**config.mk**
```make
export PLATFORM = sky130hd
export DESIGN_NAME = eub_uart
export DESIGN_NICKNAME = d
export VERILOG_FILES = /design/src/logic/eub_pkg.sv /design/src/logic/eub_uart.sv
export SDC_FILE = /design/constraint.sdc
export NUM_CORES = 1
export LEC_CHECK = 0
export BUFFER_PORTS_ARGS = -buffer_cell sky130_fd_sc_hd__buf_2
export CAP_MARGIN = 5
export CORE_MARGIN = 10
export CORE_UTILIZATION = 59
export CTS_CLUSTER_SIZE = 30
export DETAILED_ROUTE_END_ITERATION = 6
export PLACE_DENSITY = 0.82
export SYNTH_ARGS = -nofsm -noshare
export SYNTH_HDL_FRONTEND = slang
export SYNTH_SLANG_ARGS = --single-unit
```
**constraint.sdc**
```tcl
create_clock -name clk_sys -period 3.3 [get_ports clk_sys]
set_clock_uncertainty 0.2 [all_clocks]
set_input_delay 0.33 -clock clk_sys [delete_from_list [all_inputs] [get_ports clk_sys]]
set_output_delay 0.33 -clock clk_sys [all_outputs]
set_load 0.01 [all_outputs]
```
**src/logic/eub_pkg.sv**
```systemverilog
// constants shared by the enhanced serial port
`default_nettype none
package eub_pkg;
    // ==========================================================
    // frame and mode encodings
    localparam int DATA_W = 8;
    localparam int DIV_W = 16;
    localparam logic [1:0] MODE_SHIFT = 2'h0;
    localparam logic [1:0] MODE_UART8 = 2'h1;
    localparam logic [1:0] MODE_FIX9 = 2'h2;
    localparam logic [1:0] MODE_VAR9 = 2'h3;
    localparam logic [3:0] BITS_SHIFT = 4'h8;
    localparam logic [3:0] BITS_UART8 = 4'ha;
    localparam logic [3:0] BITS_UART9 = 4'hb;
    // ==========================================================
    // bit timing: sixteen ticks to a bit
    localparam int OSR = 16;
    localparam logic [3:0] PH_LAST = 4'(OSR - 1);
    localparam logic [3:0] PH_MID = 4'(OSR / 2 - 1);
    localparam logic [3:0] PH_SCLK_RISE = 4'(OSR / 2 - 1);
    localparam int BREAK_BITS = 11;
    localparam logic [7:0] BREAK_TICKS = 8'(BREAK_BITS * OSR);
    // ==========================================================
    // reset values
    localparam logic TXD_IDLE = 1'b1;
    localparam logic [DIV_W-1:0] BRG_RST = 16'h0000;
    localparam logic [8:0] WORD_RST = 9'h000;
    typedef enum logic {EUB_RX_IDLE, EUB_RX_RUN} eub_rx_st_t;
endpackage : eub_pkg
`default_nettype wire

```
**src/logic/eub_uart.sv**
```systemverilog
// enhanced serial port: shift-register and asynchronous modes with baud selection
`default_nettype none
// How it works
// - shift mode: data on rxd, clock txd, 8 bits lsb first
// - shift mode bit rate is clock over 16
// - 8-bit mode: start, 8 data, stop
// - 8-bit mode stores stop bit as ninth
// - 8-bit mode rate from timer or generator
// - 9-bit modes: start, 8 data, ninth, stop
// - 9-bit receive keeps ninth, drops stop
// - fixed 9-bit rate clock over 16 or 32
// - variable 9-bit mode uses timer or generator
// - generator divides clock by 16-bit divisor plus one
// - timer overflow halved when doubling off
// - framing error flagged; bit7 view selectable
// - break after 11 low bit periods
// - break may request a device reset
// - double buffer: next character after one stop
// - double buffer off: single buffered
// - timer overflow usable even when timer stopped
// - double buffer: done when buffer frees
module eub_uart (
    input wire logic clk_sys,
    input wire logic arst_n,
    input wire logic mode_select_high,
    input wire logic mode_select_low,
    input wire logic baud_double_select,
    input wire logic frame_err_view_select,
    input wire logic tx_double_buffer_en,
    input wire logic baud_src_gen,
    input wire logic [eub_pkg::DATA_W-1:0] baud_divisor_high,
    input wire logic [eub_pkg::DATA_W-1:0] baud_divisor_low,
    input wire logic timer1_ovf,
    input wire logic rx_enable,
    input wire logic break_reset_en,
    input wire logic frame_err_clr,
    input wire logic break_clr,
    input wire logic [eub_pkg::DATA_W-1:0] tx_data,
    input wire logic tx_ninth_bit,
    input wire logic tx_valid,
    output logic tx_ready,
    output logic [eub_pkg::DATA_W-1:0] rx_data,
    output logic rx_ninth_bit,
    output logic rx_valid,
    input wire logic rx_ready,
    input wire logic rxd_in,
    output logic rxd_out,
    output logic rxd_oe,
    output logic txd_out,
    output logic tx_done,
    output logic rx_done,
    output logic frame_err,
    output logic break_det,
    output logic ctl_bit7,
    output logic break_reset_req
);
    import eub_pkg::*;

    // ==========================================================
    // mode decode
    logic [1:0] mode;
    logic m_shift;
    logic [3:0] nbits;
    assign mode = {mode_select_high, mode_select_low};
    assign m_shift = (mode == MODE_SHIFT);
    // frame length per mode
    assign nbits = m_shift ? BITS_SHIFT :
                   (mode == MODE_UART8) ? BITS_UART8 :
                   BITS_UART9;

    // ==========================================================
    // receive pin synchroniser
    logic rx_s1_q;
    logic rx_s_q;
    logic rx_p_q;
    // two stages before use, third only for edge detection
    always_ff @(posedge clk_sys or negedge arst_n) begin
        if (!arst_n) begin
            rx_s1_q <= 1'b1;
            rx_s_q <= 1'b1;
            rx_p_q <= 1'b1;
        end else begin
            rx_s1_q <= rxd_in;
            rx_s_q <= rx_s1_q;
            rx_p_q <= rx_s_q;
        end
    end

    // ==========================================================
    // baud tick generation (sixteen ticks per bit)
    logic [DIV_W-1:0] brg_q;
    logic brg_tick;
    logic t1h_q;
    logic ch_q;
    logic tick;
    // divisor period is value plus one clocks
    assign brg_tick = (brg_q == {baud_divisor_high, baud_divisor_low});

    // free-running counter keeps timer one free for other work
    always_ff @(posedge clk_sys or negedge arst_n) begin
        if (!arst_n) begin
            brg_q <= BRG_RST;
        end else if (brg_tick) begin
            brg_q <= BRG_RST;
        end else begin
            brg_q <= brg_q + 16'h0001;
        end
    end

    // halving toggles for timer overflow and clock
    always_ff @(posedge clk_sys or negedge arst_n) begin
        if (!arst_n) begin
            t1h_q <= 1'b0;
            ch_q <= 1'b0;
        end else begin
            if (timer1_ovf) begin
                t1h_q <= ~t1h_q;
            end
            ch_q <= ~ch_q;
        end
    end

    // tick source select; overflow is taken even if the timer is stopped
    always_comb begin
        tick = 1'b0;
        case (mode)
            MODE_SHIFT: begin
                tick = 1'b1;
            end
            MODE_FIX9: begin
                tick = baud_double_select | ch_q;
            end
            default: begin
                tick = baud_src_gen ? brg_tick
                     : (timer1_ovf & (baud_double_select | t1h_q));
            end
        endcase
    end

    // ==========================================================
    // transmit holding register
    logic hold_v_q;
    logic [8:0] hold_q;
    logic tx_ready_q;
    logic acc;
    logic load;
    logic fin;
    logic bit_end;
    logic busy_q;
    logic m0rx_q;
    logic m0_start;
    logic tv_q;
    assign acc = tx_valid & tx_ready_q;
    // back-to-back load at the last stop tick gives exactly one stop bit
    assign load = hold_v_q & (~busy_q | fin);

    // ninth bit is captured with the byte
    always_ff @(posedge clk_sys or negedge arst_n) begin
        if (!arst_n) begin
            hold_v_q <= 1'b0;
            hold_q <= WORD_RST;
        end else if (acc) begin
            hold_v_q <= 1'b1;
            hold_q <= {tx_ninth_bit, tx_data};
        end else if (load) begin
            hold_v_q <= 1'b0;
        end
    end

    // ready is one cycle conservative so no write is ever overrun
    always_ff @(posedge clk_sys or negedge arst_n) begin
        if (!arst_n) begin
            tx_ready_q <= 1'b0;
        end else begin
            tx_ready_q <= ~acc & ~hold_v_q & (tx_double_buffer_en | ~busy_q);
        end
    end

    // ==========================================================
    // shift engine: async transmit and both shift-mode directions
    logic [3:0] ph_q;
    logic [3:0] bit_q;
    logic [10:0] sh_q;
    logic [7:0] m0d_q;
    logic txd_q;
    logic rxo_q;
    logic rxoe_q;
    logic tx_done_q;
    assign bit_end = busy_q & tick & (ph_q == PH_LAST);
    assign fin = bit_end & (bit_q == nbits - 4'h1);
    // shift-mode receive waits for an idle engine and buffer room
    assign m0_start = m_shift & rx_enable & ~busy_q & ~hold_v_q & ~tv_q;

    // one engine serves both shift-mode directions (half duplex)
    always_ff @(posedge clk_sys or negedge arst_n) begin
        if (!arst_n) begin
            busy_q <= 1'b0;
            m0rx_q <= 1'b0;
            ph_q <= 4'h0;
            bit_q <= 4'h0;
            sh_q <= 11'h7ff;
            m0d_q <= 8'h00;
            txd_q <= TXD_IDLE;
            rxo_q <= 1'b1;
            rxoe_q <= 1'b0;
        end else if (load) begin
            busy_q <= 1'b1;
            m0rx_q <= 1'b0;
            ph_q <= 4'h0;
            bit_q <= 4'h0;
            txd_q <= 1'b0; // start bit, or shift clock low
            if (m_shift) begin
                sh_q <= {3'h7, hold_q[7:0]};
                rxo_q <= hold_q[0];
                rxoe_q <= 1'b1;
            end else begin
                // eight-bit mode sends stop in the ninth slot
                sh_q <= {1'b1, (mode == MODE_UART8) | hold_q[8],
                         hold_q[7:0], 1'b0};
                rxoe_q <= 1'b0;
            end
        end else if (m0_start) begin
            busy_q <= 1'b1;
            m0rx_q <= 1'b1;
            ph_q <= 4'h0;
            bit_q <= 4'h0;
            txd_q <= 1'b0;
            rxoe_q <= 1'b0;
        end else if (busy_q & tick) begin
            ph_q <= ph_q + 4'h1;
            if (m_shift & (ph_q == PH_SCLK_RISE)) begin
                txd_q <= 1'b1;
                if (m0rx_q) begin
                    m0d_q <= {rx_s_q, m0d_q[7:1]};
                end
            end
            if (bit_end) begin
                bit_q <= bit_q + 4'h1;
                sh_q <= {1'b1, sh_q[10:1]};
                if (m_shift) begin
                    txd_q <= 1'b0;
                    rxo_q <= sh_q[1];
                end else begin
                    txd_q <= sh_q[1];
                end
                if (fin) begin
                    busy_q <= 1'b0;
                    txd_q <= TXD_IDLE;
                    rxo_q <= 1'b1;
                    rxoe_q <= 1'b0;
                end
            end
        end
    end

    // completion pulse: buffer free when doubled, frame end otherwise
    always_ff @(posedge clk_sys or negedge arst_n) begin
        if (!arst_n) begin
            tx_done_q <= 1'b0;
        end else if (tx_double_buffer_en) begin
            tx_done_q <= load;
        end else begin
            tx_done_q <= fin & ~m0rx_q;
        end
    end

    // ==========================================================
    // asynchronous receiver
    eub_rx_st_t rst_q;
    logic [3:0] rph_q;
    logic [3:0] rbit_q;
    logic [7:0] rd_q;
    logic r9_q;
    logic rx_last;
    logic rx_ninth;
    logic m0_push;
    // last sample of the frame is the stop bit
    assign rx_last = (rst_q == EUB_RX_RUN) & tick & (rph_q == PH_MID)
                   & (rbit_q == nbits - 4'h1);
    assign rx_ninth = (mode == MODE_UART8) ? rx_s_q : r9_q;
    assign m0_push = fin & m0rx_q;

    // start needs room in the buffer so a finished word is never dropped
    always_ff @(posedge clk_sys or negedge arst_n) begin
        if (!arst_n) begin
            rst_q <= EUB_RX_IDLE;
            rph_q <= 4'h0;
            rbit_q <= 4'h0;
            rd_q <= 8'h00;
            r9_q <= 1'b0;
        end else begin
            case (rst_q)
                EUB_RX_IDLE: begin
                    if (~m_shift & rx_enable & ~tv_q & rx_p_q & ~rx_s_q) begin
                        rst_q <= EUB_RX_RUN;
                        rph_q <= 4'h0;
                        rbit_q <= 4'h0;
                    end
                end
                EUB_RX_RUN: begin
                    if (tick) begin
                        rph_q <= rph_q + 4'h1;
                        if (rph_q == PH_MID) begin
                            rbit_q <= rbit_q + 4'h1;
                            if ((rbit_q == 4'h0) & rx_s_q) begin
                                rst_q <= EUB_RX_IDLE; // glitch, not a start
                            end else if ((rbit_q != 4'h0) & (rbit_q < 4'h9)) begin
                                rd_q <= {rx_s_q, rd_q[7:1]};
                            end else if (rbit_q == 4'h9) begin
                                r9_q <= rx_s_q;
                            end
                            if (rbit_q == nbits - 4'h1) begin
                                rst_q <= EUB_RX_IDLE;
                            end
                        end
                    end
                end
                default: begin
                    rst_q <= EUB_RX_IDLE;
                end
            endcase
        end
    end

    // ==========================================================
    // two-entry receive buffer
    logic hv_q;
    logic [8:0] head_q;
    logic [8:0] tail_q;
    logic push;
    logic pop;
    logic [8:0] pw;
    assign push = rx_last | m0_push;
    assign pop = hv_q & rx_ready;
    assign pw = rx_last ? {rx_ninth, rd_q} : {1'b0, m0d_q};

    // head is the output word, tail the overflow slot
    always_ff @(posedge clk_sys or negedge arst_n) begin
        if (!arst_n) begin
            hv_q <= 1'b0;
            tv_q <= 1'b0;
            head_q <= WORD_RST;
            tail_q <= WORD_RST;
        end else if (pop) begin
            if (tv_q) begin
                head_q <= tail_q;
                tv_q <= push;
                if (push) begin
                    tail_q <= pw;
                end
            end else if (push) begin
                head_q <= pw;
            end else begin
                hv_q <= 1'b0;
            end
        end else if (push) begin
            if (!hv_q) begin
                head_q <= pw;
                hv_q <= 1'b1;
            end else begin
                tail_q <= pw;
                tv_q <= 1'b1;
            end
        end
    end

    // ==========================================================
    // framing error, break and status flags
    logic [7:0] lc_q;
    logic brk_set;
    logic fe_q;
    logic brk_q;
    logic brst_q;
    logic ctl7_q;
    logic rx_done_q;
    assign brk_set = tick & ~m_shift & ~rx_s_q & (lc_q == BREAK_TICKS - 8'h01);

    // counts ticks of continuous low line, independent of framing
    always_ff @(posedge clk_sys or negedge arst_n) begin
        if (!arst_n) begin
            lc_q <= 8'h00;
        end else if (m_shift | rx_s_q) begin
            lc_q <= 8'h00;
        end else if (tick & (lc_q != BREAK_TICKS)) begin
            lc_q <= lc_q + 8'h01;
        end
    end

    // sticky flags: a set in the clear cycle wins
    always_ff @(posedge clk_sys or negedge arst_n) begin
        if (!arst_n) begin
            fe_q <= 1'b0;
            brk_q <= 1'b0;
            brst_q <= 1'b0;
            ctl7_q <= 1'b0;
            rx_done_q <= 1'b0;
        end else begin
            if (rx_last & ~rx_s_q) begin
                fe_q <= 1'b1;
            end else if (frame_err_clr) begin
                fe_q <= 1'b0;
            end
            if (brk_set) begin
                brk_q <= 1'b1;
            end else if (break_clr) begin
                brk_q <= 1'b0;
            end
            brst_q <= brk_set & break_reset_en;
            // mode bit is only visible while the view select is clear
            ctl7_q <= frame_err_view_select ? fe_q : mode_select_high;
            rx_done_q <= push;
        end
    end

    // ==========================================================
    // outputs, all straight from flops
    assign tx_ready = tx_ready_q;
    assign rx_data = head_q[7:0];
    assign rx_ninth_bit = head_q[8];
    assign rx_valid = hv_q;
    assign rxd_out = rxo_q;
    assign rxd_oe = rxoe_q;
    assign txd_out = txd_q;
    assign tx_done = tx_done_q;
    assign rx_done = rx_done_q;
    assign frame_err = fe_q;
    assign break_det = brk_q;
    assign ctl_bit7 = ctl7_q;
    assign break_reset_req = brst_q;
endmodule : eub_uart
`default_nettype wire

```
# After elaboration in Yosys (flattened, before gate mapping)

Index checks and enable logic that the tools add are counted.

Flip-flop bits (word level): 116
Input port bits: 41
Output and inout bits: 20

$add $sub $neg: 7
Magnitude comparators: 1
Eq/ne operators: 21
Multiplexer cells: 82
Bitwise logic cells: 52
Reductions and logical operators: 31

Operator list:

| cell                  | number |
|---|---|
| $mux 9                | 10 |
| $mux 1                | 48 |
| $mux 11               | 4 |
| $mux 4                | 11 |
| $and 1x1->1           | 31 |
| $reduce_bool 2->1     | 10 |
| $reduce_and 3->1      | 6 |
| $add 16x1->16 const B | 1 |
| $add 4x1->4 const B   | 4 |
| $eq 16x16->1          | 1 |
| $mux 16               | 1 |
| $mux 8                | 2 |
| $pmux 4 s2            | 2 |
| $reduce_and 5->1      | 3 |
| $ne 2x2->1 const B    | 7 |
| $not 1->1             | 14 |
| $mux 10               | 1 |
| $reduce_bool 3->1     | 3 |
| $add 8x1->8 const B   | 1 |
| $eq 4x3->1 const B    | 2 |
| $eq 4x4->1            | 2 |
| $eq 4x4->1 const B    | 2 |
| $eq 8x8->1 const B    | 1 |
| $ne 8x8->1 const B    | 1 |
| 14 further kinds      | 26 |

# Depth between registers and ports, before layout

Gate-level depths: netlist of run 1.

Word-level depth: 12
Mapped depth: 11

# Worst setup path after synthesis of run 1

No wires, ideal clock.

Path type: reg-to-reg
Start point: reg brg_q[11]
End point: reg tail_q[8]
Library setup time: 0.131 ns
Arrival: 2.229 ns
Required time: 2.969 ns
Setup slack: 0.740 ns
Cell stages (with the launch flop): 11
Buffers on the path: 3
Cells stage by stage: dfrtp_1 clkbuf_1 xnor2_1 nand4_1 nor4_4 a21oi_1 or4_1 buf_2 buf_2 nand2_1 o31ai_1

Longest elaborated chain between the ends: 10
Elaborated cells on any way between the ends: 18

RTL lines:

| item                      | line                             | text |
|---|---|---|
| start: declaration        | eub_uart.sv:91                   | `logic [DIV_W-1:0] brg_q;` |
| start signal: assignment  | eub_uart.sv:106                  | `brg_q <= brg_q + 16'h0001;` |
| $eq 16x16->1 (*)          | eub_uart.sv:97                   | `assign brg_tick = (brg_q == {baud_divisor_high, baud_divisor_low});` |
| $mux 1 (*)                | eub_uart.sv:134                  | `tick = baud_src_gen ? brg_tick` |
| $pmux 1 s2 (*)            | eub_uart.sv:126                  | `case (mode)` |
| $and 1x1->1 (2 in series) | eub_uart.sv:278                  | `assign rx_last = (rst_q == EUB_RX_RUN) & tick & (rph_q == PH_MID)` |
| $and 1x1->1               | eub_uart.sv:279                  | `& (rbit_q == nbits - 4'h1);` |
| $mux 9                    | eub_uart.sv:335                  | `assign pw = rx_last ? {rx_ninth, rd_q} : {1'b0, m0d_q};` |
| $mux 9 (on tied branches) | eub_uart.sv:357, eub_uart.sv:348 |  |
| $mux 9 (on tied branches) | eub_uart.sv:356, eub_uart.sv:345 |  |
| $mux 9                    | eub_uart.sv:344                  | `end else if (pop) begin` |
| end signal: assignment    | eub_uart.sv:349                  | `tail_q <= pw;` |
| end signal: assignment    | eub_uart.sv:361                  | `tail_q <= pw;` |
| end: declaration          | eub_uart.sv:329                  | `logic [8:0] tail_q;` |

Every way passes the cells marked *; elsewhere a longest branch is shown, timed or not. The select of a mux whose other input is x is not followed.
A chain may end at the register's enable or synchronous reset.

# Final worst setup path of run 1

Start point: reg brg_q[2]
End point: reg rd_q[5]

Longest elaborated chain between the ends: 4

RTL lines:

| item                              | line            | text |
|---|---|---|
| $eq 16x16->1                      | eub_uart.sv:97  |  |
| $mux 1                            | eub_uart.sv:134 |  |
| $pmux 1 s2                        | eub_uart.sv:126 |  |
| $reduce_and 5->1 (no source line) | n/a             |  |
| end signal: assignment            | eub_uart.sv:308 | `rd_q <= {rx_s_q, rd_q[7:1]};` |
| end: declaration                  | eub_uart.sv:272 | `logic [7:0] rd_q;` |

Every way passes these cells.

==> results of run 1 <==
## power by group
group	switching (uW)	total [uW]	internal, uW
Combinational	424	849	425
Sequential	258	1970	1710
Clock	685	1660	971
## through the flow
stage               total power [uW]  hold WS [ns]  util (%)
global route                    4696       0.03046     73.27
finish                          4476       0.02191     73.27
global placement                2720        0.1452     65.26
CTS                             4486      0.005123     73.27
floorplan                       2536       -0.1656         -
detailed placement              2784        0.1472     65.26
## flip-flops by register name (all words and copies together), names as in the netlist, 4 cells and up
name,flops
brg_q,16
head_q,9
hold_q,9
sh_q,9
tail_q,9
lc_q,8
m0d_q,8
rd_q,8
bit_q,4
ph_q,4
rbit_q,4
rph_q,4
## cell families after synthesis
family	count (synthesis)	share of synthesized area [%]
DFF	114	50.48
and+or+nand+nor	171	16.35
muxes	62	11.75
adders and majority gates	9	1.981
buffers and inverters	35	3.301
xor gates and xnor gates	43	6.624
AOI/OAI and AO/OA	77	9.507
## layout make-up
cell class | count | area [um^2] | share of cell area (%)
flip-flops and latches | 114 | 2870 | 42.00
inverters | 16 | 60.06 | 0.8788
repair buffers | 87 | 568.0 | 8.312
clock inverters | 13 | 105.1 | 1.538
multi-input cells | 362 | 2628 | 38.45
well taps | 129 | 161.4 | 2.362
clock buffers | 19 | 441.7 | 6.463
## metal layers
metal,up-vias,routed length [um]
li1,1990,-
met1,2099,5258
met2,177,6376
met3,35,718
met4,0,374
met5,-,0
## critical path, stage by stage, from the launching register on
cell,delay [ns]
dfrtp_1,0.44
xnor2_1,0.17
nand4_1,0.15
nor4_4,0.37
a21o_1,0.33
and3_1,0.42
nand2_1,0.34
mux2_2,0.37
## placed cells by master (no fill, tap or decap), types with 8 or more instances in the layout
| cell type | count |
|---|---|
| a211oi_1 | 8 |
| a21oi_1 | 16 |
| and2_1 | 10 |
| buf_2 | 59 |
| clkbuf_16 | 16 |
| dfrtp_1 | 100 |
| dfstp_2 | 14 |
| dlygate4sd3_1 | 20 |
| ha_1 | 9 |
| inv_1 | 16 |
| mux2_2 | 38 |
| mux2i_1 | 24 |
| nand2_1 | 28 |
| nand3_1 | 18 |
| nand4_1 | 15 |
| nor2_1 | 49 |
| o21ai_0 | 12 |
| o21ai_1 | 9 |
| xnor2_1 | 29 |
| xor2_1 | 14 |
## final timing paths
path                                       endpoint  cells after the start
worst min register to register     rx_s_q$_DFF_PN1_                      0
min in group asynchronous       brg_q[14]$_DFF_PN0_                      2
worst min-delay path             ctl_bit7$_DFF_PN0_                      2
worst max-delay path            rd_q[5]$_DFFE_PN0P_                      7
worst max register to register  rd_q[5]$_DFFE_PN0P_                      7
max in group asynchronous       sh_q[1]$_DFFE_PN1P_                      3
==> reports/results.ini, run 1 <==
[sta]
drv_slew=0
rsz0062_at_grt=false
fin_crit_sh_pct=88.07
slew_headroom_pct=39.85
hold_viol_final=0
tightest_slew_ns=0.8897
fmax_mhz=344.1
fin_ws_ns=0.3937
tns_ns=0
period_needed_ns=2.906
final-setup-viol-count=0

[logic_synthesis]
synth_cell_types=65
synthTopCellsByArea=dfrtp_1, mux2_2, dfstp_2
synth_edf_count=0
ys_ff_latch=114
synth_ff_type=dfrtp_1
async_flop_share_pct=100.0
syn_nets=561
postSynthCellCount=511
yosysMostFrequentCell=dfrtp_1
synth_common_cells=dfrtp_1, nor2_1, mux2_2
synth_top_area_share_pct=44.01
synth_area_leader_cell=dfrtp_1
netlist_area_um2=5685
syn_avg_cell_area_um2=11.13
yosys_warnings=0
ys_seq_area_share_pct=50.48

[clock_tree]
cts_root_buf=clkbuf_8
post_cts_resized=0
numCtsBuffers=17
hold_buffers=20
postCtsSetupBuffers=0
clk_latency_ns=0.52
cts.clk_slew.worst_paths_ns=0.06
clock_tree.buffer_depth=2
cts_tree=yes
htreeDepth=4
cts_sinks=114

[critical_path]
critPathLaunchType=register
worstPathRequired_ns=3.51
crit_path_start=brg_q[2]$_DFF_PN0_
cp_max_fo=8
crit_type=register to register
cp-end-kind=register
crit_arrival_ns=3.12
rrSetupSlack_ns=0.39
r2r-start=brg_q[2]$_DFF_PN0_

[cells_and_area]
insertedDiodeCount=0
final_area_um2=6834
drive_above_1_share_pct=28.48
fillers=630
fin_cells=740
syn2layout_area_growth_pct=20.20
nNetsFinal=648

[power_and_ir_drop]
peakVddDrop_v=0.0004550
p_leak_uw=0.003229
power_density_nw_per_um2=654.9

[detailed_routing]
dr.pass1.iters=5
routed_wl_mm=12.73
antenna_left=0
drtIter0Drc=340
route.detailed.wl_per_inst_um=17.20
drc=0
viasPerCell=5.812
vias=4301

[global_route]
grt_use_met3_pct=5.236
met1_usage_pct=22.12
overflow=0
grt_max_degree=63
grt_pass1_wl_mm=21.68
use_met2_pct=30.01
first_global_vias=4525
grt_antenna_before_repair=0
track_usage_pct=18.56
busiest_layer=met2

[floorplanning]
coreArea_um2=9328
die_area_um2=13960
start_util_pct=60.95
dieWidth_um=118.2
rows=35
die_y_um=118.2
ios=61

[hold_path]
holdCritPathClass=input port to register
worstHoldStart=mode_select_high

[placement]
gp_congestion=0.8874
place_area_um2=6087
port_buffers=60
dp_cells=688
place_hpwl_mm=8.486
dp_slack_ns=0.3953

[flow_run]
max_cap_viol_count=0

[status]
status=complete, no violations

(Power assumes the default switching activity.)
==> run 2, diff against run 1 <==
--- a/config.mk
+++ b/config.mk
@@ -7,6 +7,7 @@
 export LEC_CHECK = 0
 export BUFFER_PORTS_ARGS = -buffer_cell sky130_fd_sc_hd__buf_2
 export CAP_MARGIN = 5
+export CORE_ASPECT_RATIO = 0.9
 export CORE_MARGIN = 10
 export CORE_UTILIZATION = 59
 export CTS_CLUSTER_SIZE = 30
==> run 2 against run 1 <==
Against the previous run:
- maximum frequency decreased by 5.3%
- total power rose by 2.5%
- final cell count is 1.1% lower
- utilization is 0.94 points higher
- worst setup slack worse by 0.16 ns
- critical endpoint unchanged
- largest cell class unchanged
==> reports/results.ini, run 2 (synthesis results as in run 1) <==
[status]
status=complete, no violations

[critical_path]
path_depth=7
rrSetupSlack_ns=0.23
worstPathRequired_ns=3.51
r2r-start=brg_q[7]$_DFF_PN0_
crit_type=register to register
crit_path_start=brg_q[7]$_DFF_PN0_
critPathLaunchType=register
crit_arrival_ns=3.28
critPathMaxStageDelay_ns=0.55
cp_max_fo=8
path_cells=xnor2_1 -> nand4_1 -> nor4_4 -> a21o_1 -> and3_1 -> nand2_1 -> mux2_2
crit_slowest_cell=nor4_4
crit_end=rd_q[5]$_DFFE_PN0P_
critPathTopFamily=simple AND/OR/NAND/NOR gates
rr_endpoint=rd_q[5]$_DFFE_PN0P_
cp-end-kind=register
critPathBufInv=0
rr_worst_depth=7

[global_route]
grt_pass1_wl_mm=21.23
track_usage_pct=18.92
first_global_vias=4336
overflow=0
grt_max_degree=62
grt_antenna_before_repair=0

[sta]
hold_viol_final=0
rsz0062_at_grt=false
tightest_slew_ns=0.7712
final-setup-viol-count=0
fmax_mhz=325.7
drv_slew=0
slew_headroom_pct=48.59
period_needed_ns=3.070
fin_crit_sh_pct=93.04
tns_ns=0

[clock_tree]
cts_tree=yes
numCtsBuffers=17
cts.clk_slew.worst_paths_ns=0.06
htreeDepth=4
cts_root_buf=clkbuf_8
cts_sinks=114
postCtsSetupBuffers=0
clock_tree.buffer_depth=2
clk_latency_ns=0.53

[floorplanning]
rows=33
start_util_pct=61.47
coreArea_um2=9249
die_area_um2=13970
dieWidth_um=123.5
die_y_um=113.1
ios=61

[cells_and_area]
largest-register=brg_q
final_cell_mix=dfrtp_1, buf_2, nor2_1
fillers=623
nNetsFinal=647
layout_commonest_cell=dfrtp_1
syn2layout_area_growth_pct=20.71
largest_register_ffs=16
drive_above_1_share_pct=28.52
insertedDiodeCount=0

[detailed_routing]
routed_wl_mm=12.43
viasPerCell=5.676
dr.pass1.iters=4
drc=0
route.detailed.wl_per_inst_um=16.97
vias=4155
drtIter0Drc=328
antenna_left=0

[power_and_ir_drop]
p_leak_uw=0.003250
peakVddDrop_v=0.0004691
finalPower_uw=4585
power_density_nw_per_um2=668.1

[hold_path]
holdCritPathClass=input port to register

[placement]
port_buffers=60
place_hpwl_mm=8.530
gp_congestion=0.8826

[flow_run]
max_cap_viol_count=0

run 2: cell count changes in the layout (fill, tap and decap cells not counted), sizes merged:
cell	previous run	this run
bufinv	0	2
clkinvlp	4	2
buf	67	66
clkbuf	19	18
clkinv	6	7
run 2: repair_timing:
item	4_1_cts	5_1_grt
hold buffers	20	0
setup endpoints to repair	0	17
hold endpoints to repair	73	0
resized for setup	0	2
run 2: final cells by class:
class / count / area (um^2) / share of cell area [%]
sequential: 114 / 2870 / 41.82
multi-input combinational: 362 / 2636 / 38.41
timing repair buffer: 86 / 560.5 / 8.168
clock buffer: 18 / 427.9 / 6.235
clock inverter: 14 / 155.1 / 2.261
tap: 122 / 152.6 / 2.224
inverter: 16 / 60.06 / 0.8751
run 2: worst min path at each step:
| stage | startpoint | end | slack, ns | depth (start not counted) |
|---|---|---|---|---|
| 2_1_floorplan | arst_n | bit_q[0]$_DFFE_PN0P_ | -0.17 | 0 |
| 3_3_place_gp | rx_s1_q$_DFF_PN1_ | rx_s_q$_DFF_PN1_ | 0.15 | 0 |
| 3_5_place_dp | rx_s1_q$_DFF_PN1_ | rx_s_q$_DFF_PN1_ | 0.15 | 0 |
| 4_1_cts | mode_select_high | ctl_bit7$_DFF_PN0_ | 0.07 | 2 |
| 5_1_grt | mode_select_high | ctl_bit7$_DFF_PN0_ | 0.09 | 2 |
| 6_report | mode_select_high | ctl_bit7$_DFF_PN0_ | 0.08 | 2 |
run 2: stage by stage:
stage	setup WS, ns	hold slack (ns)	instances	utilization (%)	cell area [um^2]
final	0.2296	0.08019	732	74.20	6863
after CTS	0.1186	0.06506	732	74.11	6854
after global routing	0.008019	0.08613	732	74.20	6863
after floorplan	0.7404	-0.1656	511	-	5685
after global placement	0.2477	0.1477	680	65.64	6071
after detailed placement	0.1434	0.1494	680	65.64	6071
run 2: layer usage:
| metal | track usage, % | part of all wire (%) | vias to the layer above |
|---|---|---|---|
| met5 | 0 | 0 | - |
| met4 | 6.517 | 1.2 | 0 |
| met3 | 6.064 | 5.7 | 18 |
| met2 | 30.87 | 50 | 110 |
| met1 | 23.02 | 43 | 2040 |
| li1 | - | - | 1987 |
run 2: power by group:
group	total (uW)	switching (uW)	internal, uW
combinational	843	418	425
clock	1780	676	1100
sequential	1960	251	1710
==> run 3, diff against run 2 <==
--- a/config.mk
+++ b/config.mk
@@ -12,6 +12,7 @@
 export CORE_UTILIZATION = 59
 export CTS_CLUSTER_SIZE = 30
 export DETAILED_ROUTE_END_ITERATION = 6
+export GPL_TIMING_DRIVEN = 0
 export PLACE_DENSITY = 0.82
 export SYNTH_ARGS = -nofsm -noshare
 export SYNTH_HDL_FRONTEND = slang
==> run 3 against run 2 <==
Against the previous run:
- maximum frequency decreased by 1.2%
- die area unchanged
- utilization increased by 1.1 points
- combinational power increased by 2%
- cell area increased by 1.5%
- total power increased by 1.0%
- first-iteration DRC count decreased by 15%
- worst setup slack got worse by 0.037 ns
==> reports/results.ini, run 3 (synthesis results as in run 1) <==
[flow_run]
max_cap_viol_count=0

[cells_and_area]
layout_commonest_cell=dfrtp_1
syn2layout_area_growth_pct=22.58
final_cell_mix=dfrtp_1, buf_2, nor2_1
nNetsFinal=661
largest-register=brg_q
largest_register_ffs=16
fillers=635
insertedDiodeCount=0
drive_above_1_share_pct=28.37

[sta]
fmax_mhz=321.8
fin_ws_ns=0.1925
hold_viol_final=0
final-setup-viol-count=0
rsz0062_at_grt=false
tns_ns=0
period_needed_ns=3.107
tightest_slew_ns=0.8381
drv_slew=0
fin_crit_sh_pct=94.17
slew_headroom_pct=44.13

[critical_path]
cp-end-kind=register
cp_max_fo=10
crit_slowest_cell=or4_1
crit_arrival_ns=3.30
critPathMaxStageDelay_ns=0.58
critPathLaunchType=register
cpMostUsedCell=buf_2
worstPathRequired_ns=3.49
path_cells=clkbuf_1 -> xnor2_1 -> nand4_1 -> nor4_4 -> a21oi_1 -> or4_1 -> buf_2 -> buf_2 -> nand2_1 -> o31ai_1
crit_type=register to register

[power_and_ir_drop]
switching_share_pct=27.42
power_density_nw_per_um2=664.6
internal_power_uw=3362
p_seq_share_pct=42.0
peakVddDrop_v=0.0005278
clkPwrFrac_pct=39.5
switchingPower_uw=1270
pwr-share-comb_pct=18.5
p_leak_uw=0.003301

[placement]
dp_slack_ns=0.2256
place_hpwl_mm=8.627
port_buffers=59
gp_congestion=0.8489

[floorplanning]
die_y_um=113.1
start_util_pct=61.47
die_area_um2=13970
coreArea_um2=9249
rows=33
ios=61
dieWidth_um=123.5

[detailed_routing]
dr.pass1.iters=5
drc=0
drtIter0Drc=280
routed_wl_mm=12.56
viasPerCell=5.686
antenna_left=0
route.detailed.wl_per_inst_um=16.83
vias=4242

[clock_tree]
clock_tree.buffer_depth=2
htreeDepth=4
cts_root_buf=clkbuf_8
clk_latency_ns=0.52
cts_tree=yes
cts.clk_slew.worst_paths_ns=0.05
numCtsBuffers=17
postCtsSetupBuffers=0
cts_sinks=114

[global_route]
first_global_vias=4365
grt_antenna_before_repair=0
overflow=0
grt_max_degree=67
track_usage_pct=18.70
grt_pass1_wl_mm=21.07

[hold_path]
holdCritPathClass=register to register

[status]
status=complete, no violations

==> run 3: cell types whose count changed in the layout (fill, tap and decap cells not counted) <==
| cell | previous run | this run |
|---|---|---|
| or4_4 | 1 | 0 |
| clkbuf_1 | 0 | 10 |
| inv_6 | 3 | 0 |
| buf_6 | 0 | 3 |
| clkinv_2 | 2 | 3 |
| bufinv_16 | 2 | 3 |
| clkbuf_8 | 2 | 4 |
| clkinv_4 | 5 | 1 |
| or4_1 | 1 | 2 |
| buf_2 | 59 | 62 |
| buf_4 | 6 | 4 |
| clkbuf_2 | 0 | 2 |
| buf_16 | 0 | 1 |
==> run 3: worst paths after layout <==
check / from / end / slack [ns] / cells after the start
min in group asynchronous: arst_n / brg_q[13]$_DFF_PN0_ / 0.25 / 2
hold / removal: rx_s1_q$_DFF_PN1_ / rx_s_q$_DFF_PN1_ / 0.15 / 0
setup reg to reg: brg_q[11]$_DFF_PN0_ / tail_q[8]$_DFFE_PN0P_ / 0.19 / 10
hold reg to reg: rx_s1_q$_DFF_PN1_ / rx_s_q$_DFF_PN1_ / 0.15 / 0
max in group asynchronous: arst_n / sh_q[9]$_DFFE_PN1P_ / 1.85 / 3
setup / recovery: brg_q[11]$_DFF_PN0_ / tail_q[8]$_DFFE_PN0P_ / 0.19 / 10
==> run 3: final cells by class <==
cell class / instances / area [um^2] / share of cell area, %
Inverter: 16 / 60.06 / 0.8618
Buffer: 19 / 127.6 / 1.831
Timing Repair Buffer: 81 / 530.5 / 7.612
Clock inverter: 9 / 128.9 / 1.849
Clock buffer: 23 / 466.7 / 6.697
Multi-Input combinational cell: 362 / 2633 / 37.77
Sequential cell: 114 / 2870 / 41.18
Tap cell: 122 / 152.6 / 2.190
==> run 3: layer usage <==
| layer | vias to the layer above | GRT usage [%] | routed length [um] | part of all wire, % |
|---|---|---|---|---|
| met5 | - | 0 | 0 | 0 |
| met4 | 0 | 5.741 | 148 | 1.2 |
| met3 | 16 | 5.765 | 720 | 5.7 |
| met2 | 118 | 30.94 | 6179 | 49 |
| met1 | 2094 | 22.82 | 5508 | 44 |
| li1 | 2014 | - | - | - |
==> run 3: power groups by stage <==
| stage | Clock [uW] | Combinational [uW] | Sequential [uW] |
|---|---|---|---|
| after floorplan | 0 | 626 | 1910 |
| after global placement | 0 | 784 | 1950 |
| after detailed placement | 0 | 830 | 1960 |
| after CTS | 1850 | 863 | 1940 |
| after global routing | 1930 | 962 | 1980 |
| final | 1830 | 859 | 1940 |
==> run 3: timing repair <==
action,in CTS,in global routing
endpoints found under the hold margin,82,0
resized for setup,0,1
hold buffers,20,0
setup endpoints to repair,0,1
==> run 3: stage by stage <==
step                std cells  area [um^2]  total power (uW)  hold slack (ns)  utilization [%]
global route              746         6969              4867           0.1628            75.35
finish                    746         6969              4632           0.1548            75.35
detailed placement        693         6163              2787           0.1468            66.64
floorplan                 511         5685              2536          -0.1656                -
CTS                       745         6959              4650           0.1549            75.24
global placement          692         6133              2731           0.1468            66.31
==> run 3: worst max-delay path, delay by kind of cell (launching register included) <==
family | cells | cell delay (ns)
DFF | 1 | 0.31
and+or+nand+nor | 4 | 1.26
xor gates and xnor gates | 1 | 0.17
buffers and inverters | 3 | 0.64
AOI/OAI and AO/OA | 2 | 0.38
